File: src/ics_cfg.svh
// constants of the interrupt cause block: register offsets, field positions,
// reset values and masks.
// assumes it is included by its bare name before the package and the design.
`ifndef ICS_CFG_SVH
`define ICS_CFG_SVH

// apb address width and register offsets (byte addresses, one word each)
`define ICS_ADDR_W 12
`define ICS_OFF_CAUSE_A 12'h000
`define ICS_OFF_CAUSE_B 12'h004
`define ICS_OFF_CAUSE_C 12'h008
`define ICS_OFF_ENABLE_A 12'h00C
`define ICS_OFF_ENABLE_B 12'h010
`define ICS_OFF_ENABLE_C 12'h014
`define ICS_OFF_TIMING_A 12'h018
`define ICS_OFF_TIMING_B 12'h01C
`define ICS_OFF_WATCH 12'h020

// cause bit positions, shared by all three cause registers
`define ICS_BIT_TIME_MATCH 0
`define ICS_BIT_BLOCK_UPDATE 1
`define ICS_BIT_MAIL_IN 2
`define ICS_BIT_MAIL_OUT_DONE 3
`define ICS_BIT_GROUP_MISMATCH 4
`define ICS_BIT_GROUP_EXCESS 5
`define ICS_BIT_RESIZE_DONE 6
`define ICS_BIT_NET_HALT 7
`define ICS_BIT_RUN_ENTRY 8
`define ICS_BIT_MEMBERSHIP_CHANGE 9
`define ICS_BIT_LINK_GOOD 10
`define ICS_BIT_LINK_BAD 11
`define ICS_BIT_BREAK_PACKET 12
`define ICS_BIT_RESIZE_CLASH 13
`define ICS_BIT_ECHO_REQUEST 14
`define ICS_BIT_JAM_SEEN 15

// timing match field positions: alarm time low, renewal check time high
`define ICS_TIME_ALARM_LSB 0
`define ICS_TIME_RENEW_LSB 8
`define ICS_TIME_W 7

// reset values, writable masks and the freeze cause mask
`define ICS_RST_CAUSE 16'h0000
`define ICS_RST_ENABLE 16'h0000
`define ICS_RST_TIMING 16'h0000
`define ICS_PIN_C_MASK 16'hFFFC
`define ICS_TIMING_MASK 16'h7F7F
`define ICS_FREEZE_MASK 16'h0E00

`endif

File: src/ics_pkg.sv
// types of the interrupt cause block.
// assumes ics_cfg.svh is available on the include path.
package ics_pkg;

  // one cause, enable or timing word
  typedef logic [15:0] ics_word_t;

  // apb slave phase: idle, or answering an access phase
  typedef enum logic [0:0] {
    ICS_PH_IDLE = 1'b0,
    ICS_PH_ANSWER = 1'b1
  } ics_phase_e;

endpackage
File: src/ics_irq_cause.sv
// interrupt cause latching for three active-low interrupt pins, with apb
// access to cause, enable, timing match and block watch registers.
// assumes event inputs are one-cycle pulses synchronous to pclk, and that
// station_time is valid whenever station_time_stb is high.
//
// Chosen here: the register offsets and the APB interface to the registers.
`include "ics_cfg.svh"

module ics_irq_cause #(
  parameter int MEMBER_W = 64, // width of the member flag sets
  parameter int NBLK = 16 // memory blocks under renewal watch, at most 32
) (
  input wire logic pclk,
  input wire logic presetn,
  input wire logic psel,
  input wire logic penable,
  input wire logic pwrite,
  input wire logic [`ICS_ADDR_W-1:0] paddr,
  input wire logic [31:0] pwdata,
  output logic pready,
  output logic [31:0] prdata,
  output logic pslverr,
  input wire logic [`ICS_TIME_W-1:0] station_time,
  input wire logic station_time_stb,
  input wire logic [NBLK-1:0] block_dirty,
  input wire logic mail_in_done,
  input wire logic mail_out_done,
  input wire logic group_cmp_stb,
  input wire logic [MEMBER_W-1:0] expected_group_set,
  input wire logic [MEMBER_W-1:0] present_member_set,
  input wire logic resize_done,
  input wire logic net_halt,
  input wire logic run_phase,
  input wire logic link_good_stb,
  input wire logic link_bad_stb,
  input wire logic break_rx,
  input wire logic resize_clash,
  input wire logic echo_rx,
  input wire logic jam_rx,
  output logic irq_pin_a_n,
  output logic irq_pin_b_n,
  output logic irq_pin_c_n,
  output logic status_freeze
);

  ////////////////////////////////////////////////////////////////////////////
  // state

  // width of a population count of the present member set
  localparam int CW = $clog2(MEMBER_W + 1);

  // the whole state of the block in one word
  typedef struct packed {
    ics_pkg::ics_phase_e phase; // apb answer phase
    logic pready; // apb ready flop
    logic pslverr; // apb error flop
    logic [31:0] prdata; // apb read data flop
    logic [2:0][15:0] cause; // sticky cause flags, pins a to c
    logic [2:0][15:0] enable; // per pin cause enables
    logic [1:0][15:0] timing; // alarm and renewal times, pins a and b
    logic [NBLK-1:0] watch; // block watch select
    logic run_seen; // run phase level last cycle
    logic [CW-1:0] member_cnt; // member count last cycle
    logic [2:0] pin_n; // pin levels, active low
    logic freeze; // freeze request to link status logic
  } ics_state_s;

  ics_state_s state_reg; // registered state
  ics_state_s state_next; // next state

  ////////////////////////////////////////////////////////////////////////////
  // event detection

  logic [15:0] common_set; // causes shared by all pins
  logic [2:0][15:0] set_vec; // causes per pin
  logic [1:0] time_hit; // alarm time reached, pins a and b
  logic [1:0] renew_hit; // watched block changed at check time
  logic watched_dirty; // some watched block has new data
  logic [CW-1:0] member_now; // present member count
  logic member_evt; // count rose or fell
  logic run_evt; // run phase entered
  logic set_differ; // expected and present sets differ
  logic set_greater; // expected set greater than present

  // a watch register wider than the block count is simply cut
  assign watched_dirty = |(block_dirty & state_reg.watch);
  assign member_now = CW'($countones(present_member_set));
  assign member_evt = member_now != state_reg.member_cnt;
  assign run_evt = run_phase && !state_reg.run_seen;
  assign set_differ = expected_group_set != present_member_set;
  assign set_greater = expected_group_set > present_member_set;

  // shared causes, one per bit position
  always_comb begin
    common_set = 16'h0000;
    common_set[`ICS_BIT_MAIL_IN] = mail_in_done;
    common_set[`ICS_BIT_MAIL_OUT_DONE] = mail_out_done;
    common_set[`ICS_BIT_GROUP_MISMATCH] = group_cmp_stb && set_differ;
    common_set[`ICS_BIT_GROUP_EXCESS] = group_cmp_stb && set_greater;
    common_set[`ICS_BIT_RESIZE_DONE] = resize_done;
    common_set[`ICS_BIT_NET_HALT] = net_halt;
    common_set[`ICS_BIT_RUN_ENTRY] = run_evt;
    common_set[`ICS_BIT_MEMBERSHIP_CHANGE] = member_evt;
    common_set[`ICS_BIT_LINK_GOOD] = link_good_stb;
    common_set[`ICS_BIT_LINK_BAD] = link_bad_stb;
    common_set[`ICS_BIT_BREAK_PACKET] = break_rx;
    common_set[`ICS_BIT_RESIZE_CLASH] = resize_clash;
    common_set[`ICS_BIT_ECHO_REQUEST] = echo_rx;
    common_set[`ICS_BIT_JAM_SEEN] = jam_rx;
  end

  // per pin cause vectors; only pins a and b have timing matches
  for (genvar p = 0; p < 3; p++) begin : g_pin
    if (p < 2) begin : g_timed
      // a time beyond the last station never matches, so no cause fires
      assign time_hit[p] = station_time_stb &&
        (station_time == state_reg.timing[p][`ICS_TIME_ALARM_LSB +: `ICS_TIME_W]);
      assign renew_hit[p] = station_time_stb && watched_dirty &&
        (station_time == state_reg.timing[p][`ICS_TIME_RENEW_LSB +: `ICS_TIME_W]);
      // bit 1 is the block update cause, bit 0 the time match cause
      assign set_vec[p] = {common_set[15:2], renew_hit[p], time_hit[p]};
    end else begin : g_plain
      assign set_vec[p] = common_set & `ICS_PIN_C_MASK;
    end
  end

  ////////////////////////////////////////////////////////////////////////////
  // apb decode

  logic setup_ph; // setup cycle of a transfer
  logic access_ok; // access phase completing this edge
  logic wr_now; // write takes effect this edge
  logic addr_hit; // address maps onto a register
  logic [31:0] rd_word; // read mux

  assign setup_ph = psel && !penable;
  assign access_ok = psel && penable && state_reg.pready;
  assign wr_now = access_ok && pwrite && !state_reg.pslverr;

  // read mux, narrower registers sit in the low bits
  always_comb begin
    rd_word = 32'h0000_0000;
    addr_hit = 1'b1;
    case (paddr)
      `ICS_OFF_CAUSE_A: rd_word[15:0] = state_reg.cause[0];
      `ICS_OFF_CAUSE_B: rd_word[15:0] = state_reg.cause[1];
      `ICS_OFF_CAUSE_C: rd_word[15:0] = state_reg.cause[2];
      `ICS_OFF_ENABLE_A: rd_word[15:0] = state_reg.enable[0];
      `ICS_OFF_ENABLE_B: rd_word[15:0] = state_reg.enable[1];
      `ICS_OFF_ENABLE_C: rd_word[15:0] = state_reg.enable[2];
      `ICS_OFF_TIMING_A: rd_word[15:0] = state_reg.timing[0];
      `ICS_OFF_TIMING_B: rd_word[15:0] = state_reg.timing[1];
      `ICS_OFF_WATCH: rd_word[NBLK-1:0] = state_reg.watch;
      default: addr_hit = 1'b0;
    endcase
  end

  ////////////////////////////////////////////////////////////////////////////
  // next state

  always_comb begin
    logic [2:0][15:0] clr; // write-one-to-clear masks
    logic [15:0] en_w; // enable write data
    clr = '0;
    en_w = pwdata[15:0];
    state_next = state_reg;
    state_next.run_seen = run_phase;
    state_next.member_cnt = member_now;

    // apb phase: answer with zero wait states in the first access cycle
    case (state_reg.phase)
      ics_pkg::ICS_PH_IDLE: begin
        state_next.pready = 1'b0;
        state_next.pslverr = 1'b0;
        if (setup_ph) begin
          state_next.phase = ics_pkg::ICS_PH_ANSWER;
          state_next.pready = 1'b1;
          state_next.pslverr = !addr_hit;
          state_next.prdata = pwrite ? 32'h0000_0000 : rd_word;
        end
      end
      ics_pkg::ICS_PH_ANSWER: begin
        // the master holds the request until this edge
        state_next.phase = ics_pkg::ICS_PH_IDLE;
        state_next.pready = 1'b0;
        state_next.pslverr = 1'b0;
      end
      default: begin
        state_next.phase = ics_pkg::ICS_PH_IDLE;
        state_next.pready = 1'b0;
      end
    endcase

    // register writes, unmapped addresses have no effect
    if (wr_now) begin
      case (paddr)
        `ICS_OFF_CAUSE_A: clr[0] = pwdata[15:0];
        `ICS_OFF_CAUSE_B: clr[1] = pwdata[15:0];
        `ICS_OFF_CAUSE_C: clr[2] = pwdata[15:0];
        `ICS_OFF_ENABLE_A: begin
          // renewal may be enabled on one pin only
          if (state_reg.enable[1][`ICS_BIT_BLOCK_UPDATE]) begin
            en_w[`ICS_BIT_BLOCK_UPDATE] = state_reg.enable[0][`ICS_BIT_BLOCK_UPDATE];
          end
          state_next.enable[0] = en_w;
        end
        `ICS_OFF_ENABLE_B: begin
          if (state_reg.enable[0][`ICS_BIT_BLOCK_UPDATE]) begin
            en_w[`ICS_BIT_BLOCK_UPDATE] = state_reg.enable[1][`ICS_BIT_BLOCK_UPDATE];
          end
          state_next.enable[1] = en_w;
        end
        `ICS_OFF_ENABLE_C: state_next.enable[2] = en_w & `ICS_PIN_C_MASK;
        `ICS_OFF_TIMING_A: state_next.timing[0] = pwdata[15:0] & `ICS_TIMING_MASK;
        `ICS_OFF_TIMING_B: state_next.timing[1] = pwdata[15:0] & `ICS_TIMING_MASK;
        `ICS_OFF_WATCH: state_next.watch = pwdata[NBLK-1:0];
        default: ;
      endcase
    end

    // sticky flags: set wins over a clear in the same cycle
    for (int p = 0; p < 3; p++) begin
      state_next.cause[p] = (state_reg.cause[p] & ~clr[p]) | set_vec[p];
    end

    // pins follow the flags in the same edge; disabled causes are held but
    // silent, so a pin can read high while its register is non-zero
    for (int p = 0; p < 3; p++) begin
      state_next.pin_n[p] = ~|(state_next.cause[p] & state_next.enable[p]);
    end

    // link status freezes while a membership or link interrupt is asserted
    state_next.freeze = 1'b0;
    for (int p = 0; p < 3; p++) begin
      if (|(state_next.cause[p] & state_next.enable[p] & `ICS_FREEZE_MASK)) begin
        state_next.freeze = 1'b1;
      end
    end
  end

  ////////////////////////////////////////////////////////////////////////////
  // state register

  always_ff @(posedge pclk or negedge presetn) begin
    if (!presetn) begin
      state_reg.phase <= ics_pkg::ICS_PH_IDLE;
      state_reg.pready <= 1'b0;
      state_reg.pslverr <= 1'b0;
      state_reg.prdata <= 32'h0000_0000;
      state_reg.cause <= {3{`ICS_RST_CAUSE}};
      state_reg.enable <= {3{`ICS_RST_ENABLE}};
      state_reg.timing <= {2{`ICS_RST_TIMING}};
      state_reg.watch <= '0;
      state_reg.run_seen <= 1'b0;
      state_reg.member_cnt <= '0;
      state_reg.pin_n <= 3'b111;
      state_reg.freeze <= 1'b0;
    end else begin
      state_reg <= state_next;
    end
  end

  ////////////////////////////////////////////////////////////////////////////
  // outputs, straight from flops

  assign pready = state_reg.pready;
  assign prdata = state_reg.prdata;
  assign pslverr = state_reg.pslverr;
  assign irq_pin_a_n = state_reg.pin_n[0];
  assign irq_pin_b_n = state_reg.pin_n[1];
  assign irq_pin_c_n = state_reg.pin_n[2];
  assign status_freeze = state_reg.freeze;
endmodule // ics_irq_cause

File: config.mk
export PLATFORM = sky130hd
export DESIGN_NAME = ics_irq_cause
export DESIGN_NICKNAME = d
export VERILOG_FILES = /design/src/ics_pkg.sv /design/src/ics_irq_cause.sv
export VERILOG_INCLUDE_DIRS = /design/src /design/src/src
export SDC_FILE = /design/constraint.sdc
export NUM_CORES = 1
export LEC_CHECK = 0
export BUFFER_PORTS_ARGS = -buffer_cell sky130_fd_sc_hd__buf_2
export CAP_MARGIN = 20
export CORE_MARGIN = 1.5
export CORE_UTILIZATION = 35
export DETAILED_ROUTE_END_ITERATION = 10
export GPL_TIMING_DRIVEN = 0
export SETUP_SLACK_MARGIN = 0.15
export SLEW_MARGIN = 30
export SYNTH_ARGS = -nofsm -noshare
export SYNTH_HDL_FRONTEND = slang
export SYNTH_SLANG_ARGS = --single-unit
File: constraint.sdc
create_clock -name pclk -period 3.92 [get_ports pclk]
set_input_delay 0.588 -clock pclk [delete_from_list [all_inputs] [get_ports pclk]]
set_output_delay 0.588 -clock pclk [all_outputs]
set_load 0.005 [all_outputs]
### Word-level counts from Yosys, hierarchy flattened

Index checks and enable logic that the tools add are counted.

| storage, ports and cells | value |
|---|---|
| register bits after elaboration | 187 |
| bits of input ports | 213 |
| output and inout port bits | 38 |
| word-level logic and storage cells | 163 |

| operators by class | value |
|---|---|
| add/subtract/negate cells | 63 |
| $lt $le $gt $ge | 1 |
| equality and inequality tests | 14 |
| mux-type cells | 21 |
| bitwise gates (word level) | 14 |
| reduce and logical (&&, ||, !) cells | 33 |

Operators by type and width:

| cell | count |
|---|---|
| 16-bit case mux with 9 select lines | 1 |
| 16-bit two-way mux | 8 |
| 16-bit bitwise AND | 7 |
| 96-bit two-way mux | 1 |
| 1-bit by 1-bit adder with 2-bit output | 32 |
| 64-bit greater-than comparator | 1 |
| 64-bit inequality test | 1 |
| 16-bit OR reduction | 4 |
| 2-bit by 2-bit adder with 3-bit output | 16 |
| 12-bit by 5-bit equality test with 1-bit output, second input constant | 4 |
| 48-bit two-way mux | 1 |
| 16-bit NOT | 3 |
| 16-bit OR | 3 |
| 35-bit two-way mux | 1 |
| 3-bit by 3-bit adder with 4-bit output | 8 |
| 15-bit two-way mux | 2 |
| 7-bit equality test | 4 |
| 12-bit by 4-bit equality test with 1-bit output, second input constant | 2 |
| 4-bit by 4-bit adder with 5-bit output | 4 |
| 1-bit logical AND | 13 |
| 5-bit by 5-bit adder with 6-bit output | 2 |
| 12-bit by 3-bit equality test with 1-bit output, second input constant | 1 |
| 12-bit by 6-bit equality test with 1-bit output, second input constant | 1 |
| 12-bit logical NOT | 1 |
| other kinds (9) | 25 |

### Longest topological paths before layout

Gate-level depths: netlist of run 1.

| logic depth | value |
|---|---|
| word-level depth | 13 |
| depth in mapped cells | 22 |
| mapped depth without buffers | 22 |

### Worst setup path before layout of run 1

No wires, ideal clock.

| timing | value |
|---|---|
| kind | input-to-reg |
| start | input port present_member_set[35] |
| end | register state_reg (netlist bit status_freeze) |
| setup time | 131 ps |
| arrival | 6875 ps |
| data required time | 3789 ps |
| path slack | -3086 ps |
| stages | 21 |
| path buffers | 0 |
| cell sequence | inv_1 -> fa_1 -> inv_1 -> fa_1 -> fa_1 -> inv_1 -> fa_1 -> inv_1 -> fa_1 -> fa_1 -> fa_1 -> inv_1 -> fa_1 -> fa_1 -> xor2_1 -> o2111ai_1 -> a311oi_1 -> o311a_1 -> nand4_1 -> a221o_1 -> or3_1 |

RTL lines:

| what | RTL line | RTL |
|---|---|---|
| start: declaration | ics_irq_cause.sv:30 | `input wire logic [MEMBER_W-1:0] present_member_set,` |
| end signal: assignment | ics_irq_cause.sv:259 | `state_reg <= state_next;` |
| end: declaration | ics_irq_cause.sv:68 | `ics_state_s state_reg;` |

==> results.toml, run 1 <==
[cells_and_area]
final_net_count = 1696
stdcell_count = 1806
drive_gt1_share_pct = 31.2
synthToLayoutAreaGrowth_pct = 22.0
multi_input_area_um2 = 6600
fill_cells = 3182
area.sequential_um2 = 4260
largest_register_ffs = 149

[clock_tree]
clock_latency_ns = 0.44
clk_pin_slew_ns = 0.07
cts_tree = "yes"
htree_num_levels = 4
cts_hold_buf = 0
clkSinkCount = 170
clk_path_buf_depth = 2
cts_root_buf = "clkbuf_16"
cts_made_buffers = 17

[placed_design]
port_buffers = 213
placed_cells = 1765
dp_hpwl_mm = 31.5
place_congestion = 0.966

[yosys]
muxShareOfSynthArea_pct = 7.96
netlist_area_um2 = 11600
ys_types = 74
synth_top_family_by_area = "adder cells"
synth-adder-area-share_pct = 17.9
synth-simple-area-share_pct = 10.4
synth_compound_area_share_pct = 16.6
synth_cells = 1093
synthXorXnorAreaFrac_pct = 2.78
async_reset_ff_share_pct = 100
yosys-top-cells-count = "167 x dfrtp_1, 127 x inv_1, 80 x mux2_2, 79 x ha_1, 54 x fa_1"
seq_area_frac_synth_pct = 36.8
synth_seq_cells = 170
synthMostInstantiatedCell = "dfrtp_1"
synth_edf_count = 0
synth_top_area_share_pct = 36.1
yosys-top-cells-area = "dfrtp_1 36%, fa_1 9.3%, ha_1 8.5%, mux2_2 7.8%, inv_1 4.1%"
ys.flop_type = "dfrtp_1"
synth.largest_area_cell = "dfrtp_1"
avgSynthCellArea_um2 = 10.6
synth.yosys.warnings = 0

[route]
wirelength_mm = 38.9
drtPass1Iterations = 7
drt_iter0_markers = 902
drcViolationCount = 0
antenna_left = 0
via_per_inst = 5.47
vias = 9882
post_drt_wl_per_cell_um = 21.5

[power]
vdd_drop_max_uv = 2390
cellPowerDensity_nw_per_um2 = 910
leakage_nw = 6.83

[global_routing]
busiest_layer = "met2"
globalRouteOverflowTotal = 0
grt_usage_pct = 23.0
grt_use_met1_pct = 29.4
grt_max_degree = 71
grt_pass1_vias = 9946
grtUsageMet2_pct = 38.2
grt_antenna_before_repair = 2
grt.met3_usage_pct = 5.15
grt_pass1_wl_mm = 58.2

[die]
die_h_um = 185
dieArea_um2 = 34100
start_util_pct = 35.6
fp.coreArea_um2 = 32500
io_pins = 251
rows = 66
die_width_um = 185

[sta]
clock-skew-final_ns = 0.0113
grt_setup_unrepaired = "yes"
worst_pin_slew_ns = 0.993
slew_violations = 0
slew_headroom_pct = 32.1
finalCritPeriodShare_pct = 179
holdWs_ns = 0.0472
fin_ws_ns = -3.10
hold_viol = 0
fmax_ghz = 0.143
finalCriticalPeriod_ns = 7.02
setup_viol = 14

[outcome]
status = "finished, violations left"
violations = "negative setup slack"

[worst_setup_path]
crit_type = "input port to flop"
r2r_end = "irq_pin_a_n"
critical_path.max_fanout = 3
rr_startpoint = "pslverr"
worst-r2r-setup-slack_ns = -0.74
endpoint_kind = "flop"
cp_data_required_time_ns = 4.24
reg2reg_depth = 8
arrival_ns = 7.33
start_kind = "input port"

[run]
max_cap_viol_count = 0

[hold_path]
holdCritPathClass = "input port to async pin"
[cell families (layout without fill, tap and decap cells)]
kind of cell | Yosys count | after routing
AO/OA/AOI/OAI | 257 | 257
AND/OR/NAND/NOR | 219 | 219
buffers and inverters | 196 | 451
flip-flops | 170 | 170
adder cells (fa/ha/maj) | 133 | 133
multiplexers | 82 | 82
XOR/XNOR | 35 | 35
other | 1 | 17
[per-layer routing]
metal  vias to the layer above  wire length (um)  part of all wire (%)
met2                       478             18300                    47
li1                       4434                 -                     -
met4                         2              1150                   2.9
met1                      4885             15900                    41
met3                        83              3560                   9.1
met5                         -                13                 0.033
[cell type report]
class	instances	area share, %
well taps	442	3.92
clock buffers	17	3.01
repair buffers	223	8.53
flip-flops and latches	170	30.2
multi-input cells	742	46.7
plain buffers	69	2.77
clock inverters	15	1.29
inverters	127	3.55
diodes	1	0.0177
[worst max-delay path, cell delays in order]
cell	delay (ns)
buf_2	0.08
inv_1	0.08
fa_1	0.52
inv_2	0.05
fa_2	0.54
inv_2	0.04
fa_1	0.49
fa_1	0.53
fa_1	0.45
fa_1	0.50
fa_1	0.53
fa_1	0.45
inv_2	0.08
ha_4	0.12
inv_2	0.04
fa_2	0.59
xor2_1	0.18
o2111ai_1	0.13
a311oi_1	0.22
o311a_1	0.26
nand4_1	0.13
a221o_1	0.37
or3_1	0.37
[power breakdown]
group | total [mW] | switching (mW) | leakage [nW] | internal (mW)
clock network | 1.73 | 0.815 | 0.287 | 0.913
logic | 9.19 | 4.46 | 4.42 | 4.73
registers | 1.92 | 0.0203 | 2.13 | 1.90
[metrics by stage]
stage | worst slack (ns) | power [mW] | util (%) | TNS, ns | instance area [um2]
6_report | -3.10 | 12.8 | 43.4 | -30.68 | 14100
5_1_grt | -3.36 | 14.0 | 43.4 | -33.42 | 14100
4_1_cts | -3.08 | 12.6 | 43.2 | -30.53 | 14100
3_5_place_dp | -3.58 | 10.2 | 41.1 | -38.22 | 13400
3_3_place_gp | -3.57 | 9.97 | 40.9 | -123.07 | 13300
2_1_floorplan | -2.91 | 8.52 | - | -29.27 | 11700
[repair_timing]
action,in CTS,in global routing
pin swaps,5,8
hold endpoints to repair,0,0
gates resized for setup,7,11
setup endpoints to repair,14,19
setup buffers,6,2
[cells in the final DEF (no fill, tap or decap), types with 6 or more instances in the layout]
cell type / n
buf_4: 43
a22o_1: 17
a222oi_1: 16
clkbuf_16: 17
nor2_2: 6
a31oi_1: 18
conb_1: 16
o211ai_1: 6
nand2_1: 50
nor2_1: 21
ha_1: 77
mux2_2: 80
nand2b_1: 10
nor3_1: 10
clkbuf_1: 29
a21oi_1: 29
buf_2: 214
xnor2_1: 23
xor2_1: 10
inv_1: 116
fa_1: 51
o21ai_0: 26
a221oi_1: 16
nand4_1: 33
dfrtp_1: 167
and2_1: 7
or2_2: 9
nand3_1: 40
a22oi_1: 29
o31ai_1: 8
inv_2: 9
a21o_1: 41
o21a_1: 9
[worst max path at each step]
stage / from / endpoint / slack (ns) / cells past startpoint
5_1_grt: present_member_set[35] / status_freeze / -3.36 / 23
3_5_place_dp: present_member_set[35] / irq_pin_b_n / -3.58 / 23
6_report: present_member_set[39] / status_freeze / -3.10 / 23
4_1_cts: present_member_set[35] / status_freeze / -3.08 / 23
2_1_floorplan: present_member_set[35] / status_freeze / -2.91 / 21
3_3_place_gp: present_member_set[35] / status_freeze / -3.57 / 23
Note: power is estimated with default switching activity, not from simulation.
==> run 2, diff against run 1 <==
RECOVER_POWER = 25   (was not set)
SETUP_SLACK_MARGIN = not set   (was 0.15)
==> run 2 against run 1 <==
Against the previous run:
- the run ends with max-capacitance violations, max-slew violations, negative setup slack left
- sequential cell count did not move
- worst hold slack improved by 0.21 ns
- core utilization is 0.16 points lower
- highest routed layer unchanged
==> results.toml, run 2 (same netlist as run 1, synthesis figures left out) <==
[outcome]
status = "finished, violations left"
violations = "max-capacitance violations, max-slew violations, negative setup slack"

[clock_tree]
cts_tree = "yes"
cts_made_buffers = 17
clock_latency_ns = 0.44
cts_root_buf = "clkbuf_16"
clk_path_buf_depth = 2
htree_num_levels = 4
clkSinkCount = 170
cts_hold_buf = 0
clk_pin_slew_ns = 0.08

[route]
vias = 9839
via_per_inst = 5.45
drtPass1Iterations = 6
drt_iter0_markers = 859
post_drt_wl_per_cell_um = 21.5
wirelength_mm = 38.9
drcViolationCount = 0
antenna_left = 0

[die]
die_h_um = 185
start_util_pct = 35.6
rows = 66
io_pins = 251
die_width_um = 185
fp.coreArea_um2 = 32500
dieArea_um2 = 34100

[worst_setup_path]
arrival_ns = 7.33
start_kind = "input port"
rr_startpoint = "pslverr"
cp_data_required_time_ns = 4.24
crit_type = "input port to flop"
cp-startpoint = "present_member_set[39]"
endpoint_kind = "flop"
crit_chain = "buf_2 > inv_1 > fa_1 > inv_2 > fa_2 > inv_2 > fa_1 > fa_1 > fa_1 > fa_1 > fa_1 > fa_1 > inv_2 > ha_4 > inv_2 > fa_2 > xor2_1 > o2111ai_1 > a311oi_1 > o311a_1 > nand4_1 > a221o_1 > or3_1"
r2r_end = "irq_pin_a_n"
cp_slowest_cell = "fa_2"
crit_top_cell = "fa_1"
cp_slowest_stage_delay_ns = 0.59
cp-endpoint = "status_freeze"
reg2reg_depth = 8
worst-r2r-setup-slack_ns = -0.46
critical_path.max_fanout = 3

[sta]
worst_pin_slew_ns = 2.79
slew_violations = 49
fin_ws_ns = -3.09
grt_setup_unrepaired = "yes"
holdWs_ns = 0.261
finalCriticalPeriod_ns = 7.01
fmax_ghz = 0.143
setup_viol = 14
slew_headroom_pct = -85.8
fin_setup_tns_ns = -30.68
clock-skew-final_ns = 0.0108
hold_viol = 0
finalCritPeriodShare_pct = 179

[cells_and_area]
drive_gt1_share_pct = 30.9
stdcell_count = 1804
layout_commonest_cell = "buf_2"
largest_register_ffs = 149
final_net_count = 1694
synthToLayoutAreaGrowth_pct = 21.6
fin_area_um2 = 14100
layout_common_cells = "214 x buf_2, 167 x dfrtp_1, 116 x inv_1"
fill_cells = 3187

[placed_design]
dp_hpwl_mm = 31.5
port_buffers = 213
placed_cells = 1765
placed_area_um2 = 13400
dpl_worst_slack_ns = -3.58
place_congestion = 0.966

[global_routing]
grt_pass1_wl_mm = 58.2
grt_pass1_vias = 9946
grt_usage_pct = 23.0
globalRouteOverflowTotal = 0
grt_antenna_before_repair = 2
grt_max_degree = 71

[run]
max_cap_viol_count = 1

[power]
leakage_nw = 6.81
cellPowerDensity_nw_per_um2 = 912
vdd_drop_max_uv = 2380

[hold_path]
holdPathStages = 1
holdCritPathClass = "input port to flop"
[run 2: cell count changes in the layout (fill, tap and decap cells not counted)]
cell and change:
clkbuf_2 +1, nor2_1 +1, buf_4 -2, buf_16 -1, nor2_2 -1, clkbuf_1 +1
buf_8 -1
[run 2: metal layers]
metal | share of wire [%] | track usage [%]
met2 | 47 | 38.2
met3 | 8.8 | 5.15
met1 | 41 | 29.4
met4 | 3.2 | 8.00
met5 | 0.033 | 0
[run 2: cell type report]
class                           instances  area, um2  area share, %
Antenna cell                            1       2.50         0.0178
Buffer                                 69        392           2.78
Clock buffer                           17        425           3.02
Clock inverter                         15        183           1.30
Inverter                              127        502           3.57
Multi-Input combinational cell        742       6600           46.9
Sequential cell                       170       4260           30.3
Tap cell                              442        553           3.93
Timing Repair Buffer                  221       1150           8.21
[run 2: how the worst min path moves through the flow]
| stage | start | endpoint | slack [ns] |
|---|---|---|---|
| CTS | presetn | state_reg[16] | 0.07 |
| floorplan | presetn | prdata[0] | 0.29 |
| global placement | prdata[15] | prdata[15] | 0.46 |
| finish | run_phase | state_reg[11] | 0.26 |
| global route | run_phase | state_reg[11] | 0.25 |
| detailed placement | prdata[12] | prdata[12] | 0.47 |
[run 2: power by group]
group / leakage, nW / internal (mW) / switching (mW)
Combinational: 4.39 / 4.73 / 4.45
Sequential: 2.13 / 1.90 / 0.0204
Clock: 0.287 / 0.913 / 0.811
Total: 6.81 / 7.54 / 5.28
[run 2: through the flow]
stage	total power, mW	utilization, %
floorplan	8.52	-
global placement	9.97	40.9
detailed placement	10.2	41.1
CTS	12.6	43.2
global route	14.0	43.2
finish	12.8	43.2
[run 2: worst max-delay path, delay by kind of cell]
family                     cells  cell delay (ns)
adders and majority gates     10             4.70
AOI/OAI and AO/OA              4             0.98
and+or+nand+nor                2             0.50
buffers and inverters          6             0.37
xor gates and xnor gates       1             0.18
[run 2: timing repair]
| item | in CTS | in global routing |
|---|---|---|
| pin swaps | 5 | 7 |
| resized for setup | 7 | 10 |
| endpoints found under the setup margin | 14 | 15 |
| setup buffers | 6 | 0 |
| gates cloned | 0 | 0 |
==> run 3, diff against run 2 <==
SKIP_LAST_GASP = 1   (was not set)
==> run 3 against run 2 <==
Against the previous run:
- sequential cell count is the same
- critical path type unchanged
- largest cell class unchanged
- count of clock-buffer cells in the layout stayed put
- worst setup slack better by 0.0017 ns
- non-clock buffer count unchanged
- fmax hardly changed
- the flow still finishes with violations (max-capacitance violations, max-slew violations, negative setup slack)
==> results.toml, run 3 (same netlist as run 1, synthesis figures left out) <==
[die]
io_pins = 251
rows = 66
fp.coreArea_um2 = 32500
die_h_um = 185
start_util_pct = 35.6
dieArea_um2 = 34100
die_width_um = 185

[global_routing]
grt_antenna_before_repair = 2
grt_pass1_vias = 9946
grt_pass1_wl_mm = 58.2
grt_usage_pct = 23.0
grt_max_degree = 71
globalRouteOverflowTotal = 0

[worst_setup_path]
cp_data_required_time_ns = 4.24
crit_buf_inv = 6
crit_type = "input port to flop"
crit_top_cell = "fa_1"
arrival_ns = 7.33
start_kind = "input port"
cp_slowest_stage_delay_ns = 0.59
crit_chain = "buf_2 > inv_1 > fa_1 > inv_2 > fa_2 > inv_2 > fa_1 > fa_1 > fa_1 > fa_1 > fa_1 > fa_1 > inv_2 > ha_4 > inv_2 > fa_2 > xor2_1 > o2111ai_1 > a311oi_1 > o311a_1 > nand4_1 > a221o_1 > or3_1"
endpoint_kind = "flop"
cp_top_family = "adder cells"
critical_path.max_fanout = 3
cp_slowest_cell = "fa_2"

[cells_and_area]
final_net_count = 1694
synthToLayoutAreaGrowth_pct = 21.6
drive_gt1_share_pct = 30.8
area.sequential_um2 = 4260
fin_area_um2 = 14100
fill_cells = 3187
layout_common_cells = "214 x buf_2, 167 x dfrtp_1, 118 x inv_1"
multi_input_area_um2 = 6600
final_core_util_pct = 43.2
layout_commonest_cell = "buf_2"
largest_register_ffs = 149

[placed_design]
place_congestion = 0.966
port_buffers = 213
placed_area_um2 = 13400
dpl_worst_slack_ns = -3.58
dp_hpwl_mm = 31.5

[clock_tree]
cts_made_buffers = 17
cts_tree = "yes"
htree_num_levels = 4
clk_path_buf_depth = 2
clkSinkCount = 170
clock_latency_ns = 0.44
cts_root_buf = "clkbuf_16"
clk_pin_slew_ns = 0.08

[sta]
finalCriticalPeriod_ns = 7.01
finalCritPeriodShare_pct = 179
grt_setup_unrepaired = "yes"
clock-skew-final_ns = 0.0105
slew_headroom_pct = -86.0
fmax_ghz = 0.143
worst_pin_slew_ns = 2.79
hold_viol = 0
slew_violations = 49
fin_ws_ns = -3.09
setup_viol = 14

[run]
max_cap_viol_count = 1

[hold_path]
holdCritPathClass = "input port to flop"

[route]
wirelength_mm = 38.9
drtPass1Iterations = 6
vias = 9824
post_drt_wl_per_cell_um = 21.5
via_per_inst = 5.45
drt_iter0_markers = 860
drcViolationCount = 0
antenna_left = 0

[outcome]
violations = "max-capacitance violations, max-slew violations, negative setup slack"
status = "finished, violations left"

[power]
cellPowerDensity_nw_per_um2 = 912
clkPwrFrac_pct = 13.5
intPower_mw = 7.54
p_sw_share_pct = 41.2
leakage_nw = 6.81
power.share.sequential_pct = 15.0
switchingPower_mw = 5.28
vdd_drop_max_uv = 2380
p_comb_share_pct = 71.5
-- run 3: cell type report --
| type | count | area share, % |
|---|---|---|
| clock inverter | 15 | 1.30 |
| timing repair buffer | 221 | 8.21 |
| tap | 442 | 3.93 |
| clock buffer | 17 | 3.02 |
| inverter | 127 | 3.57 |
| sequential | 170 | 30.3 |
| buffer | 69 | 2.78 |
| antenna | 1 | 0.0178 |
| multi-input combinational | 742 | 46.9 |
-- run 3: repair_timing --
| item | 4_1_cts | 5_1_grt |
|---|---|---|
| hold buffers | 0 | 0 |
| setup buffers | 6 | 0 |
| pin swaps | 5 | 7 |
| endpoints found under the setup margin | 14 | 15 |
| resized for setup | 7 | 8 |
-- run 3: per-stage QoR --
step	setup TNS (ns)	instances	total power, mW	hold WS, ns
2_1_floorplan	-29.27	1108	8.52	0.292
3_3_place_gp	-123.07	1763	9.97	0.463
3_5_place_dp	-38.22	1765	10.2	0.471
4_1_cts	-30.53	1803	12.6	0.0733
5_1_grt	-45.51	1804	14.0	0.255
6_report	-30.67	1804	12.8	0.260
-- run 3: per-layer routing --
| metal | track usage, % | vias up | part of all wire, % |
|---|---|---|---|
| li1 | - | 4435 | - |
| met1 | 29.4 | 4839 | 41 |
| met2 | 38.2 | 469 | 47 |
| met3 | 5.15 | 79 | 8.8 |
| met4 | 8.00 | 2 | 3.0 |
| met5 | 0 | - | 0.033 |
-- run 3: worst paths after layout --
| kind | from | endpoint | cells past startpoint | slack (ns) |
|---|---|---|---|---|
| max | present_member_set[39] | status_freeze | 23 | -3.09 |
| min in group asynchronous | presetn | state_reg[16] | 1 | 1.03 |
| max in group asynchronous | presetn | state_reg[154] | 2 | 0.43 |
| min | run_phase | state_reg[11] | 1 | 0.26 |
| max reg2reg | pslverr | irq_pin_a_n | 8 | -0.45 |
| min reg2reg | prdata[2] | prdata[2] | 1 | 0.48 |
-- run 3: power by group through the flow --
stage	Combinational [mW]	Sequential (mW)	Clock [mW]
final	9.17	1.92	1.73
after global routing	10.3	1.93	1.81
after CTS	8.97	1.92	1.73
after detailed placement	8.25	1.96	0
after global placement	8.02	1.96	0
after floorplan	6.56	1.95	0
-- run 3: worst register-to-register path: stages, from the launching register on --
cell       delay (ns)
dfrtp_1          0.38
and4b_1          0.47
nand4_1          0.32
nor2_1           0.42
buf_1            0.69
mux2_2           0.45
a2111oi_0        0.69
o2111ai_1        0.38
a2111oi_2        0.44
